File: src/design/adc_defs.svh
// Constants for the converter and amplifier control block
// ----------------------------------------------------------------------
// ----------------------------------------------------------------------
`ifndef ADC_DEFS_SVH
`define ADC_DEFS_SVH

// ----------------------------------------------------------------------
// Timing
// ----------------------------------------------------------------------
`define CLK_HZ 20000000
`define SAMPLE_RATE_SPS 120000
`define CONV_PERIOD_CYC (`CLK_HZ / `SAMPLE_RATE_SPS)
`define CONV_TICKS 13
`define CONV_DIV_CYC (`CONV_PERIOD_CYC / `CONV_TICKS)
`define SAMPLE_TICKS 2
`define RES_BITS 10
`define REF_INTERNAL_MV 2560

// ----------------------------------------------------------------------
// Register map, byte addresses
// ----------------------------------------------------------------------
`define OFS_CONV_CTRL 8'h00
`define OFS_CHAN_SEL 8'h04
`define OFS_RESULT_HIGH 8'h08
`define OFS_RESULT_LOW 8'h0C
`define OFS_AMP_CSR 8'h10

// ----------------------------------------------------------------------
// Reset values, masks and fields
// ----------------------------------------------------------------------
`define AMP_CSR_RESET 8'h00
`define AMP_CSR_WMASK 8'hFB
`define CONV_CTRL_RESET 6'h00
`define CHAN_RESET 4'h0
`define NUM_SE_CHANNELS 4'hB
`define DIFF_CHANNEL 4'hB
`define BIT_START 6
`define BIT_DONE 4
`define CHAN_LSB 0
`define TSRC_LSB 4

`endif

File: src/design/adc_pkg.sv
// Types shared by the converter control files
package adc_pkg;

	typedef enum logic [1:0] {
		GAIN_X5,
		GAIN_X10,
		GAIN_X20,
		GAIN_X40
	} amp_gain_t;

	typedef struct packed {
		logic en;
		logic shunt;
		amp_gain_t gain;
		logic gnd_sel;
		logic rsvd;
		logic [1:0] trig_sel;
	} amp_ctl_t;

	typedef struct packed {
		logic enable;
		logic auto_trig;
		logic irq_en;
		logic left_adj;
		logic ref_internal;
		logic free_run;
	} conv_ctl_t;

	typedef enum logic [1:0] {
		ST_IDLE,
		ST_SAMPLE,
		ST_CONVERT
	} conv_state_t;

endpackage

File: src/design/sar_engine.sv
// Successive-approximation sequencer with its conversion clock divider
`timescale 1ns/10ps
`default_nettype none
`include "adc_defs.svh"

module sar_engine #(
	parameter int RES_W = `RES_BITS,
	parameter int DIV = `CONV_DIV_CYC
) (
	input wire logic clk,
	input wire logic resetn,
	input wire logic start,
	input wire logic comp_in,
	output logic busy_q,
	output logic done_q,
	output logic tick_q,
	output logic hold_q,
	output logic [RES_W-1:0] dac_q,
	output logic [RES_W-1:0] result_q
);
	localparam int CW = $clog2(DIV + 1);
	localparam int IW = $clog2(RES_W + 1);
	localparam int MAX_CONV = `CONV_PERIOD_CYC;

	function automatic logic [RES_W-1:0] with_bit(
		input logic [RES_W-1:0] v, input logic [IW-1:0] i);
		with_bit = v | (RES_W'(1) << i);
	endfunction

	adc_pkg::conv_state_t state_q;
	logic [CW-1:0] div_q;
	logic [IW-1:0] idx_q;
	logic tick_d;
	logic [RES_W-1:0] keep;

	// ------------------------------------------------------------------
	// Conversion clock: free-running one-cycle enable
	// ------------------------------------------------------------------
	assign tick_d = (div_q == CW'(DIV - 1));
	// Comparator high means input at or above the trial code
	assign keep = comp_in ? dac_q : (dac_q & ~(RES_W'(1) << idx_q));

	always_ff @(posedge clk or negedge resetn) begin
		if (!resetn) begin
			div_q <= '0;
			tick_q <= 1'b0;
		end else begin
			div_q <= tick_d ? '0 : CW'(div_q + 1'b1);
			tick_q <= tick_d;
		end
	end

	// ------------------------------------------------------------------
	// Sequencer
	// ------------------------------------------------------------------
	always_ff @(posedge clk or negedge resetn) begin
		if (!resetn) begin
			state_q <= adc_pkg::ST_IDLE;
			idx_q <= '0;
			busy_q <= 1'b0;
			done_q <= 1'b0;
			hold_q <= 1'b0;
			dac_q <= '0;
			result_q <= '0;
		end else begin
			done_q <= 1'b0;
			case (state_q)
			adc_pkg::ST_IDLE: begin
				if (start) begin
					state_q <= adc_pkg::ST_SAMPLE;
					busy_q <= 1'b1;
					hold_q <= 1'b1;
					idx_q <= '0;
				end
			end
			adc_pkg::ST_SAMPLE: begin
				if (tick_d) begin
					idx_q <= IW'(idx_q + 1'b1);
					if (idx_q == IW'(`SAMPLE_TICKS - 1)) begin
						state_q <= adc_pkg::ST_CONVERT;
						hold_q <= 1'b0;
						idx_q <= IW'(RES_W - 1);
						dac_q <= with_bit('0, IW'(RES_W - 1));
					end
				end
			end
			adc_pkg::ST_CONVERT: begin
				if (tick_d) begin
					if (idx_q == '0) begin
						result_q <= keep;
						done_q <= 1'b1;
						busy_q <= 1'b0;
						dac_q <= '0;
						state_q <= adc_pkg::ST_IDLE;
					end else begin
						dac_q <= with_bit(keep, IW'(idx_q - 1'b1));
						idx_q <= IW'(idx_q - 1'b1);
					end
				end
			end
			default: begin
				state_q <= adc_pkg::ST_IDLE;
				busy_q <= 1'b0;
			end
			endcase
		end
	end

	// ------------------------------------------------------------------
	// Checks
	// ------------------------------------------------------------------
	logic [IW-1:0] trials_q;
	always_ff @(posedge clk or negedge resetn) begin
		if (!resetn) begin
			trials_q <= '0;
		end else if (state_q == adc_pkg::ST_IDLE) begin
			trials_q <= '0;
		end else if (tick_d && state_q == adc_pkg::ST_CONVERT) begin
			trials_q <= IW'(trials_q + 1'b1);
		end
	end
endmodule

`default_nettype wire

File: src/design/adc_amplifier_control.sv
// Converter and amplifier control with a Wishbone register slave
`timescale 1ns/10ps
`default_nettype none
`include "adc_defs.svh"

module adc_amplifier_control #(
	parameter int CONV_DIV = `CONV_DIV_CYC
) (
	input wire logic clk,
	input wire logic resetn,
	input wire logic [7:0] wb_adr_i,
	input wire logic [31:0] wb_dat_i,
	input wire logic [3:0] wb_sel_i,
	input wire logic wb_we_i,
	input wire logic wb_cyc_i,
	input wire logic wb_stb_i,
	output logic [31:0] wb_dat_o,
	output logic wb_ack_o,
	input wire logic comp_in,
	input wire logic [3:0] trig_events,
	input wire logic [2:0] amp_sync_events,
	output logic conv_irq,
	output logic [3:0] mux_sel,
	output logic ref_internal,
	output logic amp_enable,
	output logic amp_input_shunt,
	output logic [1:0] amp_gain_sel,
	output logic amp_gnd_switch,
	output logic amp_negative_input_pin_connect,
	output logic amp_sample,
	output logic sample_hold,
	output logic [9:0] dac_code
);
	function automatic logic hit(input logic [7:0] a, input logic [7:0] o);
		hit = (a == o);
	endfunction

	adc_pkg::conv_ctl_t ctl_q;
	adc_pkg::amp_ctl_t amp_q;
	logic done_q;
	logic [3:0] chan_q;
	logic [1:0] tsrc_q;
	logic [7:0] res_hi_q;
	logic [7:0] res_lo_q;
	logic [3:0] trig_prev_q;
	logic [2:0] sync_prev_q;
	logic busy;
	logic sar_done;
	logic sar_tick;
	logic [9:0] sar_result;

	// ------------------------------------------------------------------
	// Bus decode
	// ------------------------------------------------------------------
	wire req = wb_cyc_i & wb_stb_i & ~wb_ack_o;
	wire wr = req & wb_we_i & wb_sel_i[0];
	wire [7:0] wd = wb_dat_i[7:0];
	wire hit_ctl = hit(wb_adr_i, `OFS_CONV_CTRL);
	wire hit_chan = hit(wb_adr_i, `OFS_CHAN_SEL);
	wire hit_hi = hit(wb_adr_i, `OFS_RESULT_HIGH);
	wire hit_lo = hit(wb_adr_i, `OFS_RESULT_LOW);
	wire hit_amp = hit(wb_adr_i, `OFS_AMP_CSR);
	wire wr_ctl = wr & hit_ctl;
	wire wr_amp = wr & hit_amp;
	wire [7:0] ctl_rd = {ctl_q.enable, busy, ctl_q.auto_trig, done_q,
		ctl_q.irq_en, ctl_q.left_adj, ctl_q.ref_internal, ctl_q.free_run};
	wire [7:0] rd_byte = hit_ctl ? ctl_rd :
		hit_chan ? {2'h0, tsrc_q, chan_q} :
		hit_hi ? res_hi_q :
		hit_lo ? res_lo_q :
		hit_amp ? (amp_q & `AMP_CSR_WMASK) : 8'h00;

	// ------------------------------------------------------------------
	// Start sources
	// ------------------------------------------------------------------
	// Start writes while busy are dropped, not queued
	wire sw_start = wr_ctl & wd[`BIT_START];
	wire [3:0] trig_rise = trig_events & ~trig_prev_q;
	wire auto_start = ctl_q.auto_trig & trig_rise[tsrc_q];
	wire run_start = ctl_q.free_run & sar_done;
	wire start = ctl_q.enable & ~busy & (sw_start | auto_start | run_start);
	wire clr_done = wr_ctl & wd[`BIT_DONE];
	wire [2:0] sync_rise = amp_sync_events & ~sync_prev_q;
	wire [3:0] amp_src = {sync_rise, sar_tick};
	wire chan_ok = wd[3:0] <= `DIFF_CHANNEL;
	wire [7:0] hi_right = {6'h00, sar_result[9:8]};
	wire [7:0] lo_left = {sar_result[1:0], 6'h00};
	wire [7:0] hi_d = ctl_q.left_adj ? sar_result[9:2] : hi_right;
	wire [7:0] lo_d = ctl_q.left_adj ? lo_left : sar_result[7:0];
	// Clearing waits for the running conversion to end
	wire amp_en_d = amp_q.en | (amp_enable & busy);

	// ------------------------------------------------------------------
	// Bus slave: one-cycle ack, zero for unmapped reads
	// ------------------------------------------------------------------
	always_ff @(posedge clk or negedge resetn) begin
		if (!resetn) begin
			wb_ack_o <= 1'b0;
			wb_dat_o <= 32'h0000_0000;
		end else begin
			wb_ack_o <= req;
			wb_dat_o <= {24'h00_0000, rd_byte};
		end
	end

	// ------------------------------------------------------------------
	// Control registers
	// ------------------------------------------------------------------
	always_ff @(posedge clk or negedge resetn) begin
		if (!resetn) begin
			ctl_q <= `CONV_CTRL_RESET;
			chan_q <= `CHAN_RESET;
			tsrc_q <= 2'h0;
			amp_q <= `AMP_CSR_RESET;
		end else begin
			if (wr_ctl) begin
				ctl_q <= {wd[7], wd[5], wd[3:0]};
			end
			if (wr & hit_chan & chan_ok) begin
				chan_q <= wd[`CHAN_LSB +: 4];
			end
			if (wr & hit_chan) begin
				tsrc_q <= wd[`TSRC_LSB +: 2];
			end
			if (wr_amp) begin
				amp_q <= adc_pkg::amp_ctl_t'(wd & `AMP_CSR_WMASK);
			end
		end
	end

	// ------------------------------------------------------------------
	// Status, results and edge history
	// ------------------------------------------------------------------
	always_ff @(posedge clk or negedge resetn) begin
		if (!resetn) begin
			done_q <= 1'b0;
			res_hi_q <= 8'h00;
			res_lo_q <= 8'h00;
			trig_prev_q <= 4'h0;
			sync_prev_q <= 3'h0;
			conv_irq <= 1'b0;
		end else begin
			done_q <= sar_done | (done_q & ~clr_done);
			conv_irq <= ctl_q.irq_en & (sar_done | (done_q & ~clr_done));
			if (sar_done) begin
				res_hi_q <= hi_d;
				res_lo_q <= lo_d;
			end
			trig_prev_q <= trig_events;
			sync_prev_q <= amp_sync_events;
		end
	end

	// ------------------------------------------------------------------
	// Analog side controls
	// ------------------------------------------------------------------
	always_ff @(posedge clk or negedge resetn) begin
		if (!resetn) begin
			mux_sel <= `CHAN_RESET;
			ref_internal <= 1'b0;
			amp_enable <= 1'b0;
			amp_input_shunt <= 1'b0;
			amp_gain_sel <= adc_pkg::GAIN_X5;
			amp_gnd_switch <= 1'b0;
			amp_negative_input_pin_connect <= 1'b1;
			amp_sample <= 1'b0;
		end else begin
			mux_sel <= chan_q;
			ref_internal <= ctl_q.ref_internal;
			amp_enable <= amp_en_d;
			amp_input_shunt <= amp_q.shunt;
			amp_gain_sel <= amp_q.gain;
			amp_gnd_switch <= amp_q.gnd_sel & ~amp_q.shunt;
			amp_negative_input_pin_connect <= ~amp_q.gnd_sel;
			amp_sample <= amp_enable & amp_src[amp_q.trig_sel];
		end
	end

	sar_engine #(
		.RES_W(`RES_BITS),
		.DIV(CONV_DIV)
	) u_sar (
		.clk(clk),
		.resetn(resetn),
		.start(start),
		.comp_in(comp_in),
		.busy_q(busy),
		.done_q(sar_done),
		.tick_q(sar_tick),
		.hold_q(sample_hold),
		.dac_q(dac_code),
		.result_q(sar_result)
	);
endmodule

`default_nettype wire

File: config.mk
export PLATFORM = sky130hd
export DESIGN_NAME = adc_amplifier_control
export DESIGN_NICKNAME = d
export VERILOG_FILES = /design/src/design/adc_pkg.sv /design/src/design/sar_engine.sv /design/src/design/adc_amplifier_control.sv
export VERILOG_INCLUDE_DIRS = /design/src /design/src/design
export SDC_FILE = /design/constraint.sdc
export NUM_CORES = 1
export LEC_CHECK = 0
export ABC_AREA = 1
export ABC_CLOCK_PERIOD_IN_PS = 1950
export BUFFER_PORTS_ARGS = -buffer_cell sky130_fd_sc_hd__buf_2
export CELL_PAD_IN_SITES_DETAIL_PLACEMENT = 1
export CELL_PAD_IN_SITES_GLOBAL_PLACEMENT = 2
export CORE_ASPECT_RATIO = 0.75
export CORE_MARGIN = 8
export CORE_UTILIZATION = 25
export CTS_CLUSTER_SIZE = 24
export DETAILED_ROUTE_END_ITERATION = 6
export GPL_ROUTABILITY_DRIVEN = 0
export MAX_ROUTING_LAYER = met4
export PLACE_DENSITY_LB_ADDON = 0.05
export SLEW_MARGIN = 20
export SYNTH_ARGS = -nofsm -noshare
export SYNTH_HDL_FRONTEND = slang
export SYNTH_HIERARCHICAL = 1
export SYNTH_SLANG_ARGS = --single-unit
File: constraint.sdc
create_clock -name clk -period 1.95 [get_ports clk]
set_input_delay 0.39 -clock clk [delete_from_list [all_inputs] [get_ports clk]]
set_output_delay 0.39 -clock clk [all_outputs]
set_load 0.05 [all_outputs]
# Word-level counts from Yosys, hierarchy flattened
# Cells that the tools add are included.
[classes] mux=40 n_div=0 add_sub_neg=3 n_eq_ne=14 bitwise=36 mul=0 shifts=2 n_reduce_logical=12 order_cmp=3
[ops] operator="$mux 8" n=7
[ops] operator="$mux 10" n=5
[ops] operator="$mux 4" n=6
[ops] operator="$pmux 10 s2" n=1
[ops] operator="$shl 1x4->10 const A" n=2
[ops] operator="$and 1x1->1" n=19
[ops] operator="$eq 8x4->1 const B" n=2
[ops] operator="$pmux 4 s3" n=1
[ops] operator="$reduce_and 4->1" n=3
[ops] operator="$and 10x10->10" n=1
[ops] operator="$mux 1" n=10
[ops] operator="$mux 2" n=5
[ops] operator="$not 10->10" n=1
[ops] operator="$or 10x10->10" n=1
[ops] operator="$reduce_and 5->1" n=2
[ops] operator="$add 4x1->4 const B" n=2
[ops] operator="$eq 8x3->1 const B" n=1
[ops] operator="$eq 8x5->1 const B" n=1
[ops] operator="$logic_not 8->1" n=1
[ops] operator="$ne 2x1->1 const B" n=4
[ops] operator="$lt 2x3->1 const B" n=2
[ops] operator="$not 1->1" n=6
[ops] operator="$pmux 2 s3" n=1
[ops] operator="$and 4x4->4" n=1
[ops] operator="other kinds (19)" n=25
[word_totals] reg_bits=99 latchBits=0 mem_bits_rw=0 output_inout_bits=57 elab_cells=148 mem_bits_ro=0 n_memories=0 input_bits=57

# Logic depth before layout (Yosys ltp)
# Gate-level depths: netlist of the first run.
[logic_depth] word_depth=11 ltp_mapped=14 mapped_depth_nobuf=13

# Hierarchy
# Netlist of the first run, hierarchy kept.
[by_module_without_submodules] module="adc_amplifier_control" area_each_um2=2917.8 seq_area_each_um2=1627.8 n_inst=1 cells_each=315
[by_module_without_submodules] module="sar_engine" area_each_um2=2053.2 seq_area_each_um2=850.8 n_inst=1 cells_each=260

# Worst setup path before layout of the first run
# No wires, ideal clock.
[synth_path] path_kind="flip-flop to flip-flop" startpoint="register wb_ack_o" endpoint="register u_sar.idx_q[3]" period_less_slack_ns=1.831 path_stages_with_launch=14 slack_ns=0.119 arrival_ns=1.766 required_time_ns=1.885 path_buffers=0 setup_time_ns=0.065 path_cell_list="dfrtp_1 inv_1 nand3_1 nor2_4 nand3_1 nand3_1 nand2_1 inv_1 nor2_1 nor2_1 nand3_2 nor2_1 nand2_1 nand2_1"
[synth_via] elab_chain_len=11
[synth_lines] element="from (decl)" line="adc_amplifier_control.sv:18" source="output logic wb_ack_o,"
[synth_lines] element="from (signal assigned)" line="adc_amplifier_control.sv:101" source="wb_ack_o <= req;"
[synth_lines] element="$not 1->1" line="adc_amplifier_control.sv:55" source="wire req = wb_cyc_i & wb_stb_i & ~wb_ack_o;"
[synth_lines] element="$and 1x1->1" line="adc_amplifier_control.sv:55"
[synth_lines] element="$and 1x1->1 (2 in a row)" line="adc_amplifier_control.sv:56" source="wire wr = req & wb_we_i & wb_sel_i[0];"
[synth_lines] element="$and 1x1->1" line="adc_amplifier_control.sv:63" source="wire wr_ctl = wr & hit_ctl;"
[synth_lines] element="$and 1x1->1" line="adc_amplifier_control.sv:77" source="wire sw_start = wr_ctl & wd[`BIT_START];"
[synth_lines] element="$or 1x1->1 (2 in a row)" line="adc_amplifier_control.sv:81" source="wire start = ctl_q.enable & ~busy & (sw_start | auto_start | run_start);"
[synth_lines] element="$and 1x1->1" line="adc_amplifier_control.sv:81"
[synth_lines] element="via start" line="adc_amplifier_control.sv:81"
[synth_lines] element="$ne 2x2->1 (no line)"
[synth_lines] element="$reduce_and 5->1 (no line)"
[synth_lines] element="to (signal assigned)" line="sar_engine.sv:78" source="idx_q <= IW'(idx_q + 1'b1);"
[synth_lines] element="to (signal assigned)" line="sar_engine.sv:82" source="idx_q <= IW'(RES_W - 1);"
[synth_lines] element="to (signal assigned)" line="sar_engine.sv:97" source="idx_q <= IW'(idx_q - 1'b1);"
[synth_lines] element="to (decl)" line="sar_engine.sv:32" source="logic [IW-1:0] idx_q;"
# The timed path passes the listed nets, and every way through them passes these cells.
# A chain may end at the register's enable or synchronous reset.

# Worst setup path in the final report of the first run
[layout_path] startpoint="register tsrc_q[0]" endpoint="register u_sar.idx_q[2]"
[layout_via] elab_chain_len=8
[layout_lines] element="from (decl)" line="adc_amplifier_control.sv:42" source="logic [1:0] tsrc_q;"
[layout_lines] element="from (signal assigned)" line="adc_amplifier_control.sv:123" source="tsrc_q <= wd[`TSRC_LSB +: 2];"
[layout_lines] element="$bmux 1 s2" line="adc_amplifier_control.sv:79" source="wire auto_start = ctl_q.auto_trig & trig_rise[tsrc_q];"
[layout_lines] element="$mux 1 (not written as such)" line="adc_amplifier_control.sv:79"
[layout_lines] element="$and 1x1->1" line="adc_amplifier_control.sv:79"
[layout_lines] element="$or 1x1->1 (2 in a row)" line="adc_amplifier_control.sv:81"
[layout_lines] element="$and 1x1->1" line="adc_amplifier_control.sv:81"
[layout_lines] element="via start" line="adc_amplifier_control.sv:81"
[layout_lines] element="$ne 2x2->1 (no line)"
[layout_lines] element="$reduce_and 5->1 (no line)"
# The timed path passes the listed nets, and every way through them passes these cells. The select of a mux whose other input is x is not followed.

==> impl_metrics.csv, run 1 <==
group,metric,value,unit
status,status,"finished, final reports clean",
global_route,grt_pass1_wl,24200,microns
floorplan,die-area,0.0247,sq mm
power_and_ir_drop,leakagePower,3.16,nW
worst_setup_path,cp_slowest_cell,"dfrtp_2",
yosys,synthTopCellsByCount,"nand2_1 (171), dfrtp_1 (98), inv_1 (60)",
floorplan,start_util,25.6,%
worst_setup_path,cp.required,2.24,ns
yosys,synth_area_leader_cell,"dfrtp_1",
layout,n_antenna_cell,0,
worst_setup_path,critPathKind,"reg -> reg",
clocking,insertion_delay,0.35,ns
floorplan,die_w,179,microns
sta,slew_headroom,63.6,%
layout,final-instance-count-excl-fill,922,
floorplan,rows,44,
sta,slew_violations,0,
worst_setup_path,reg2reg_depth,13,
drt,wl_per_cell,15.7,microns
sta,clock_skew,0.00411,ns
floorplan,core,0.0194,sq mm
worst_setup_path,cp.arrival,2.05,ns
yosys,synth_seq_cells,99,
drt,vias_per_cell,4.25,
layout,fillers,2320,
drt,routed_wl,14400,microns
sta,rsz0062_at_grt,"no",
placement,place_hpwl,11600,microns
global_route,grt_use_total,12.7,%
clocking,cts.sinks,99,
floorplan,dieHeight,138,microns
worst_setup_path,slowest_delay,0.44,ns
worst_setup_path,setup.worst_path.start_class,"flop",
yosys,netlist_instances,575,
yosys,ys.flop_type,"dfrtp_1",
sta,hold_viol,0,
power_and_ir_drop,p_per_area,1250,mW/mm^2
yosys,async_reset_ff_share,100,%
clocking,tritoncts.num_buffers,9,
worst_setup_path,crit_chain,"nor2_1 > nand2_1 > nand3b_1 > nand3_2 > nand3_2 > nand2_1 > inv_2 > nor2_1 > nor2_1 > nand3_2 > nor2_4 > nand2_1 > nand2_1",
drt,num_vias,3921,
drt,drt_pass1_iterations,4,
floorplan,ios,114,
drt,drt_iter0_markers,254,
worst_setup_path,crit_fanout,6,
global_route,grt_pass1_vias,4381,
worst_setup_path,worst-path-stages,13,
layout,syn2layout_area_growth,20.6,%
yosys,seq_area_frac_synth,49.9,%
worst_setup_path,path_buf_inv,1,
global_route,grt-ovfl-total,0,
clocking,clk_pin_slew,0.07,ns
sta,setup_violations,0,
worst_setup_path,cpLargestDelayFamily,"simple AND/OR/NAND/NOR gates",
sta,worst_pin_slew,0.546,ns
drt,drc,0,
sta,max_freq,568,MHz
yosys,synth-warning-count,6,
yosys,yosysMostFrequentCell,"nand2_1",
sta,fin_crit_sh,90.3,%
drt,ant_nets,0,
global_route,grt_max_degree,37,
clocking,cts.htree.levels,3,
clocking,cts_tree,"done",
yosys,yosysTopAreaCellShare,49.3,%
placement,dp.cells,906,
yosys,syn_area,0.00497,sq mm
yosys,ys_types,38,
sta,hold_ws,0.0264,ns
yosys,syn_avg_cell_area,8.65,sq um
layout,layout.nets,735,
yosys,synthTopCellsByArea,"dfrtp_1 (49%), nand2_1 (13%), nand3_1 (4.9%), inv_1 (4.5%), buf_4 (4.1%)",
clocking,root_buffer,"clkbuf_16",
global_route,antenna_found_initial,0,
sta,period_needed,1.76,ns
yosys,synth_edf_count,0,
flow_run,max-cap-violations,0,
placement,port-buffer-count,62,
clocking,clock_path_buffers,2,
power_and_ir_drop,max-vdd-ir-drop,0.499,mV
worst_setup_path,cpMostUsedCell,"nand2_1",
worst_setup_path,end_kind,"flop",
layout,layout-drive-gt1-share,24.5,%
min_path,hp-class,"in -> async",
[metrics by stage]
step | setup TNS [ns] | setup slack (ns) | utilization [%] | area [sq um] | power (mW)
floorplan | 0 | 0.119 | - | 5060 | 4.77
global placement | -0.198 | -0.0677 | 29.2 | 5670 | 5.65
detailed placement | -0.613 | -0.171 | 29.2 | 5670 | 5.71
CTS | 0 | 0.0622 | 30.7 | 5970 | 7.59
global route | 0 | 0.00487 | 30.8 | 5990 | 8.06
finish | 0 | 0.190 | 30.8 | 5990 | 7.48
[placed cells by master (no fill, tap or decap), drive strengths merged, types with 2 or more instances in the layout]
cell type	n
nand2	181
dfrtp	98
buf	90
inv	64
nor2	56
nand3	53
o21ai	33
conb	24
ha	13
a21oi	13
clkbuf	11
nand4	9
o22ai	5
o221ai	4
o21bai	2
or2	2
clkinv	2
[power by group]
part	internal, mW	switching (mW)	leakage [nW]
combinational	0.873	2.17	1.75
clock	1.02	0.801	0.142
sequential	2.37	0.249	1.27
[flip-flops by register name, indices dropped and copies added (netlist names), 3 cells and up]
register	flops
trig_prev_q	4
sync_prev_q	3
u_sar/idx_q	4
res_hi_q	8
u_sar/div_q	4
mux_sel	4
wb_dat_o	8
u_sar/result_q	10
res_lo_q	8
ctl_q	6
u_sar/dac_q	10
amp_q	7
chan_q	4
[path summary, 6_finish.rpt]
kind                                       startpoint                         end  slack [ns]
worst max-delay path            tsrc_q[0]$_DFFE_PN0P_  u_sar/idx_q[2]$_DFFE_PN0P_        0.19
worst min-delay path                           resetn        ctl_q[1]$_DFFE_PN0P_        0.03
worst max register to register  tsrc_q[0]$_DFFE_PN0P_  u_sar/idx_q[2]$_DFFE_PN0P_        0.19
worst min register to register   amp_q[4]$_DFFE_PN0P_   amp_gain_sel[0]$_DFF_PN0_        0.41
max in group asynchronous                      resetn  u_sar/dac_q[3]$_DFFE_PN0P_        1.39
min in group clk                       trig_events[3]    trig_prev_q[3]$_DFF_PN0_        0.16
[per-layer routing]
layer  share of wire [%]  vias to the layer above  GRT usage (%)  wire (microns)
li1                    -                     1961              -               -
met1                  53                     1880           18.6            7640
met2                  42                       66           17.2            6030
met3                 4.1                       14           2.61             597
met4                 1.2                        0           3.30             174
met5                   0                        -              -               0
[cells by family (layout without fill, tap and decap cells)]
| logic type | after synthesis | count (layout) | share of synthesized area, % |
|---|---|---|---|
| adder cells (fa/ha/maj) | 13 | 13 | 3.27 |
| AO/OA/AOI/OAI | 61 | 61 | 8.73 |
| AND/OR/NAND/NOR | 303 | 303 | 27.8 |
| flip-flops | 99 | 99 | 49.9 |
| other | 1 | 24 | 0.0754 |
| buffers and inverters | 98 | 169 | 10.3 |
[timing repair]
action,in CTS,in global routing
gates resized for setup,2,5
setup endpoints to repair,3,8
pin swaps,0,5
buffers inserted,0,1
hold buffers,0,0
[area by class of cell]
class | count | area [sq um] | share of cell area (%)
Multi-Input combinational cell | 401 | 2090 | 34.8
Inverter | 64 | 243 | 4.05
Timing Repair Buffer | 90 | 573 | 9.56
Sequential cell | 99 | 2480 | 41.4
Clock buffer | 11 | 243 | 4.05
Tap cell | 253 | 317 | 5.28
Clock inverter | 4 | 51.3 | 0.856
Power figures use the tool's default switching activity.
==> run 2: changes to the inputs <==
--- a/config.mk
+++ b/config.mk
@@ -13,7 +13,7 @@
 export CELL_PAD_IN_SITES_GLOBAL_PLACEMENT = 2
 export CORE_ASPECT_RATIO = 0.75
 export CORE_MARGIN = 8
-export CORE_UTILIZATION = 25
+export CORE_UTILIZATION = 32
 export CTS_CLUSTER_SIZE = 24
 export DETAILED_ROUTE_END_ITERATION = 6
 export GPL_ROUTABILITY_DRIVEN = 0
==> run 2 against run 1 <==
Effect of this change:
- via count grew 0.89%
- die area shrank 20%
- count of clock-buffer cells in the layout shrank 1
- sequential power is essentially flat
- hold slack gained 0.14 ns
- cell count shrank 5.1%
- final area shrank 1.0%
- wire length shrank 5.0%
- critical path type unchanged
==> impl_metrics.csv, run 2 (same netlist as run 1, synthesis figures left out) <==
group,metric,value,unit
status,status,"finished, final reports clean",
worst_setup_path,cpLargestDelayFamily,"simple AND/OR/NAND/NOR gates",
min_path,hp-class,"in -> reg",
drt,met2_length,5720,microns
global_route,antenna_found_initial,0,
clocking,cts.htree.levels,3,
global_route,grt-ovfl-total,0,
worst_setup_path,setup.worst_path.start_class,"flop",
floorplan,dieHeight,124,microns
worst_setup_path,regToRegEndpoint,"u_sar/idx_q[2]$_DFFE_PN0P_",
worst_setup_path,slowest_delay,0.45,ns
flow_run,max-cap-violations,0,
sta,slew_violations,0,
floorplan,die_w,160,microns
power_and_ir_drop,max-vdd-ir-drop,0.563,mV
layout,layout.nets,736,
worst_setup_path,cpMostUsedCell,"nand2_1",
drt,wl_met1,7330,microns
drt,num_vias,3956,
floorplan,rows,39,
worst_setup_path,cp.arrival,2.01,ns
drt,vias_per_cell,4.52,
worst_setup_path,cp.required,2.23,ns
global_route,grt_pass1_vias,4287,
power_and_ir_drop,power.total,7.58,mW
clocking,insertion_delay,0.35,ns
global_route,grt_use_total,15.1,%
layout,largestRegisters,"u_sar/dac_q (10), u_sar/result_q (10)",
sta,slew_headroom,65.0,%
layout,final-instance-count-excl-fill,875,
layout,final_cell_mix,"nand2_1 (171), dfrtp_1 (97), buf_2 (61)",
worst_setup_path,cp_slowest_cell,"dfrtp_2",
worst_setup_path,end_kind,"flop",
clocking,root_buffer,"clkbuf_16",
sta,worst_pin_slew,0.523,ns
power_and_ir_drop,p_per_area,1280,mW/mm^2
floorplan,start_util,32.7,%
sta,fin_tns_setup,0,ns
min_path,hp-start,"amp_sync_events[1]",
sta,setup_violations,0,
sta,max_freq,578,MHz
layout,layout-drive-gt1-share,24.0,%
drt,maxUsedRoutingLayer,"met4",
drt,wl_met3,590,microns
layout,layout_commonest_cell,"nand2_1",
drt,drc,0,
clocking,tritoncts.num_buffers,9,
min_path,min_delay_worst_endpoint,"sync_prev_q[1]$_DFF_PN0_",
drt,routed_wl,13700,microns
worst_setup_path,reg2reg_depth,13,
clocking,clock_path_buffers,2,
floorplan,core,0.0152,sq mm
drt,drt_iter0_markers,176,
worst_setup_path,r2r-start,"tsrc_q[0]$_DFFE_PN0P_",
power_and_ir_drop,leakagePower,3.16,nW
sta,rsz0062_at_grt,"no",
worst_setup_path,crit_chain,"nor2_1 > nand2_1 > nand3_1 > nand3_1 > nand3_2 > nand2_1 > inv_1 > nor2_1 > nor2_1 > nand3_2 > nor2_4 > nand2_1 > nand2_1",
sta,clock_skew,0.00526,ns
drt,ant_nets,0,
floorplan,ios,114,
worst_setup_path,path_buf_inv,1,
sta,fin_crit_sh,88.7,%
global_route,grt_max_degree,37,
drt,drt_pass1_iterations,4,
worst_setup_path,critPathKind,"reg -> reg",
placement,place_hpwl,10900,microns
min_path,hold_path_depth,1,
drt,wl_per_cell,15.7,microns
layout,n_antenna_cell,0,
sta,hold_viol,0,
global_route,grt_pass1_wl,23200,microns
worst_setup_path,crit_fanout,6,
worst_setup_path,r2r_slack,0.22,ns
placement,dp.cells,859,
sta,period_needed,1.73,ns
floorplan,die-area,0.0198,sq mm
layout,syn2layout_area_growth,19.4,%
clocking,clk_pin_slew,0.07,ns
clocking,cts_tree,"done",
clocking,cts.sinks,99,
clocking,postCtsSetupBuffers,0,
placement,port-buffer-count,62,
[run 2: through the flow]
stage | cell area (sq um) | util, % | hold slack, ns | worst slack, ns
floorplan | 5060 | - | 0.0944 | 0.119
global placement | 5590 | 36.7 | 0.339 | -0.0259
detailed placement | 5590 | 36.7 | 0.339 | -0.0744
CTS | 5920 | 38.9 | 0.146 | 0.0906
global route | 5930 | 39.0 | 0.143 | 0.0252
finish | 5930 | 39.0 | 0.163 | 0.221
[run 2: worst max-delay path by stage]
stage | start | end | slack, ns | depth (start not counted)
finish | tsrc_q[0]$_DFFE_PN0P_ | u_sar/idx_q[2]$_DFFE_PN0P_ | 0.22 | 13
global route | u_sar/state_q[1]$_DFFE_PN0P_ | u_sar/dac_q[9]$_DFFE_PN0P_ | 0.03 | 8
CTS | tsrc_q[0]$_DFFE_PN0P_ | u_sar/idx_q[2]$_DFFE_PN0P_ | 0.09 | 13
detailed placement | wb_adr_i[7] | u_sar/idx_q[2]$_DFFE_PN0P_ | -0.07 | 14
global placement | wb_adr_i[4] | u_sar/idx_q[2]$_DFFE_PN0P_ | -0.03 | 14
floorplan | wb_ack_o$_DFF_PN0_ | u_sar/idx_q[3]$_DFFE_PN0P_ | 0.12 | 13
[run 2: worst register-to-register path, stage by stage, from the launching register on]
cell and delay [ns]:
dfrtp_2 0.45, nor2_1 0.11, nand2_1 0.06, nand3_1 0.08
nand3_1 0.14, nand3_2 0.11, nand2_1 0.06, inv_1 0.06
nor2_1 0.07, nor2_1 0.12, nand3_2 0.16, nor2_4 0.14
nand2_1 0.06, nand2_1 0.06
[run 2: where the power goes]
| part | internal [mW] | leakage (nW) | switching (mW) |
|---|---|---|---|
| Sequential | 2.37 | 1.27 | 0.256 |
| Combinational | 0.874 | 1.74 | 2.16 |
| Clock | 1.13 | 0.151 | 0.797 |
[run 2: timing repair]
action | 4_1_cts | 5_1_grt
setup endpoints to repair | 0 | 5
hold endpoints to repair | 25 | 0
hold buffers | 1 | 0
resized for setup | 0 | 4
[run 2: routing by layer]
metal,up-vias,global-route usage (%)
met5,-,-
met4,0,2.97
met1,1919,21.3
li1,1959,-
met3,7,3.70
met2,71,21.6
[run 2: cell type report]
cell class	instances	area [sq um]
inverters	64	243
clock buffers	10	229
multi-input cells	401	2080
fillers	1854	9290
clock inverters	5	87.6
well taps	205	256
repair buffers	91	558
flip-flops and latches	99	2480
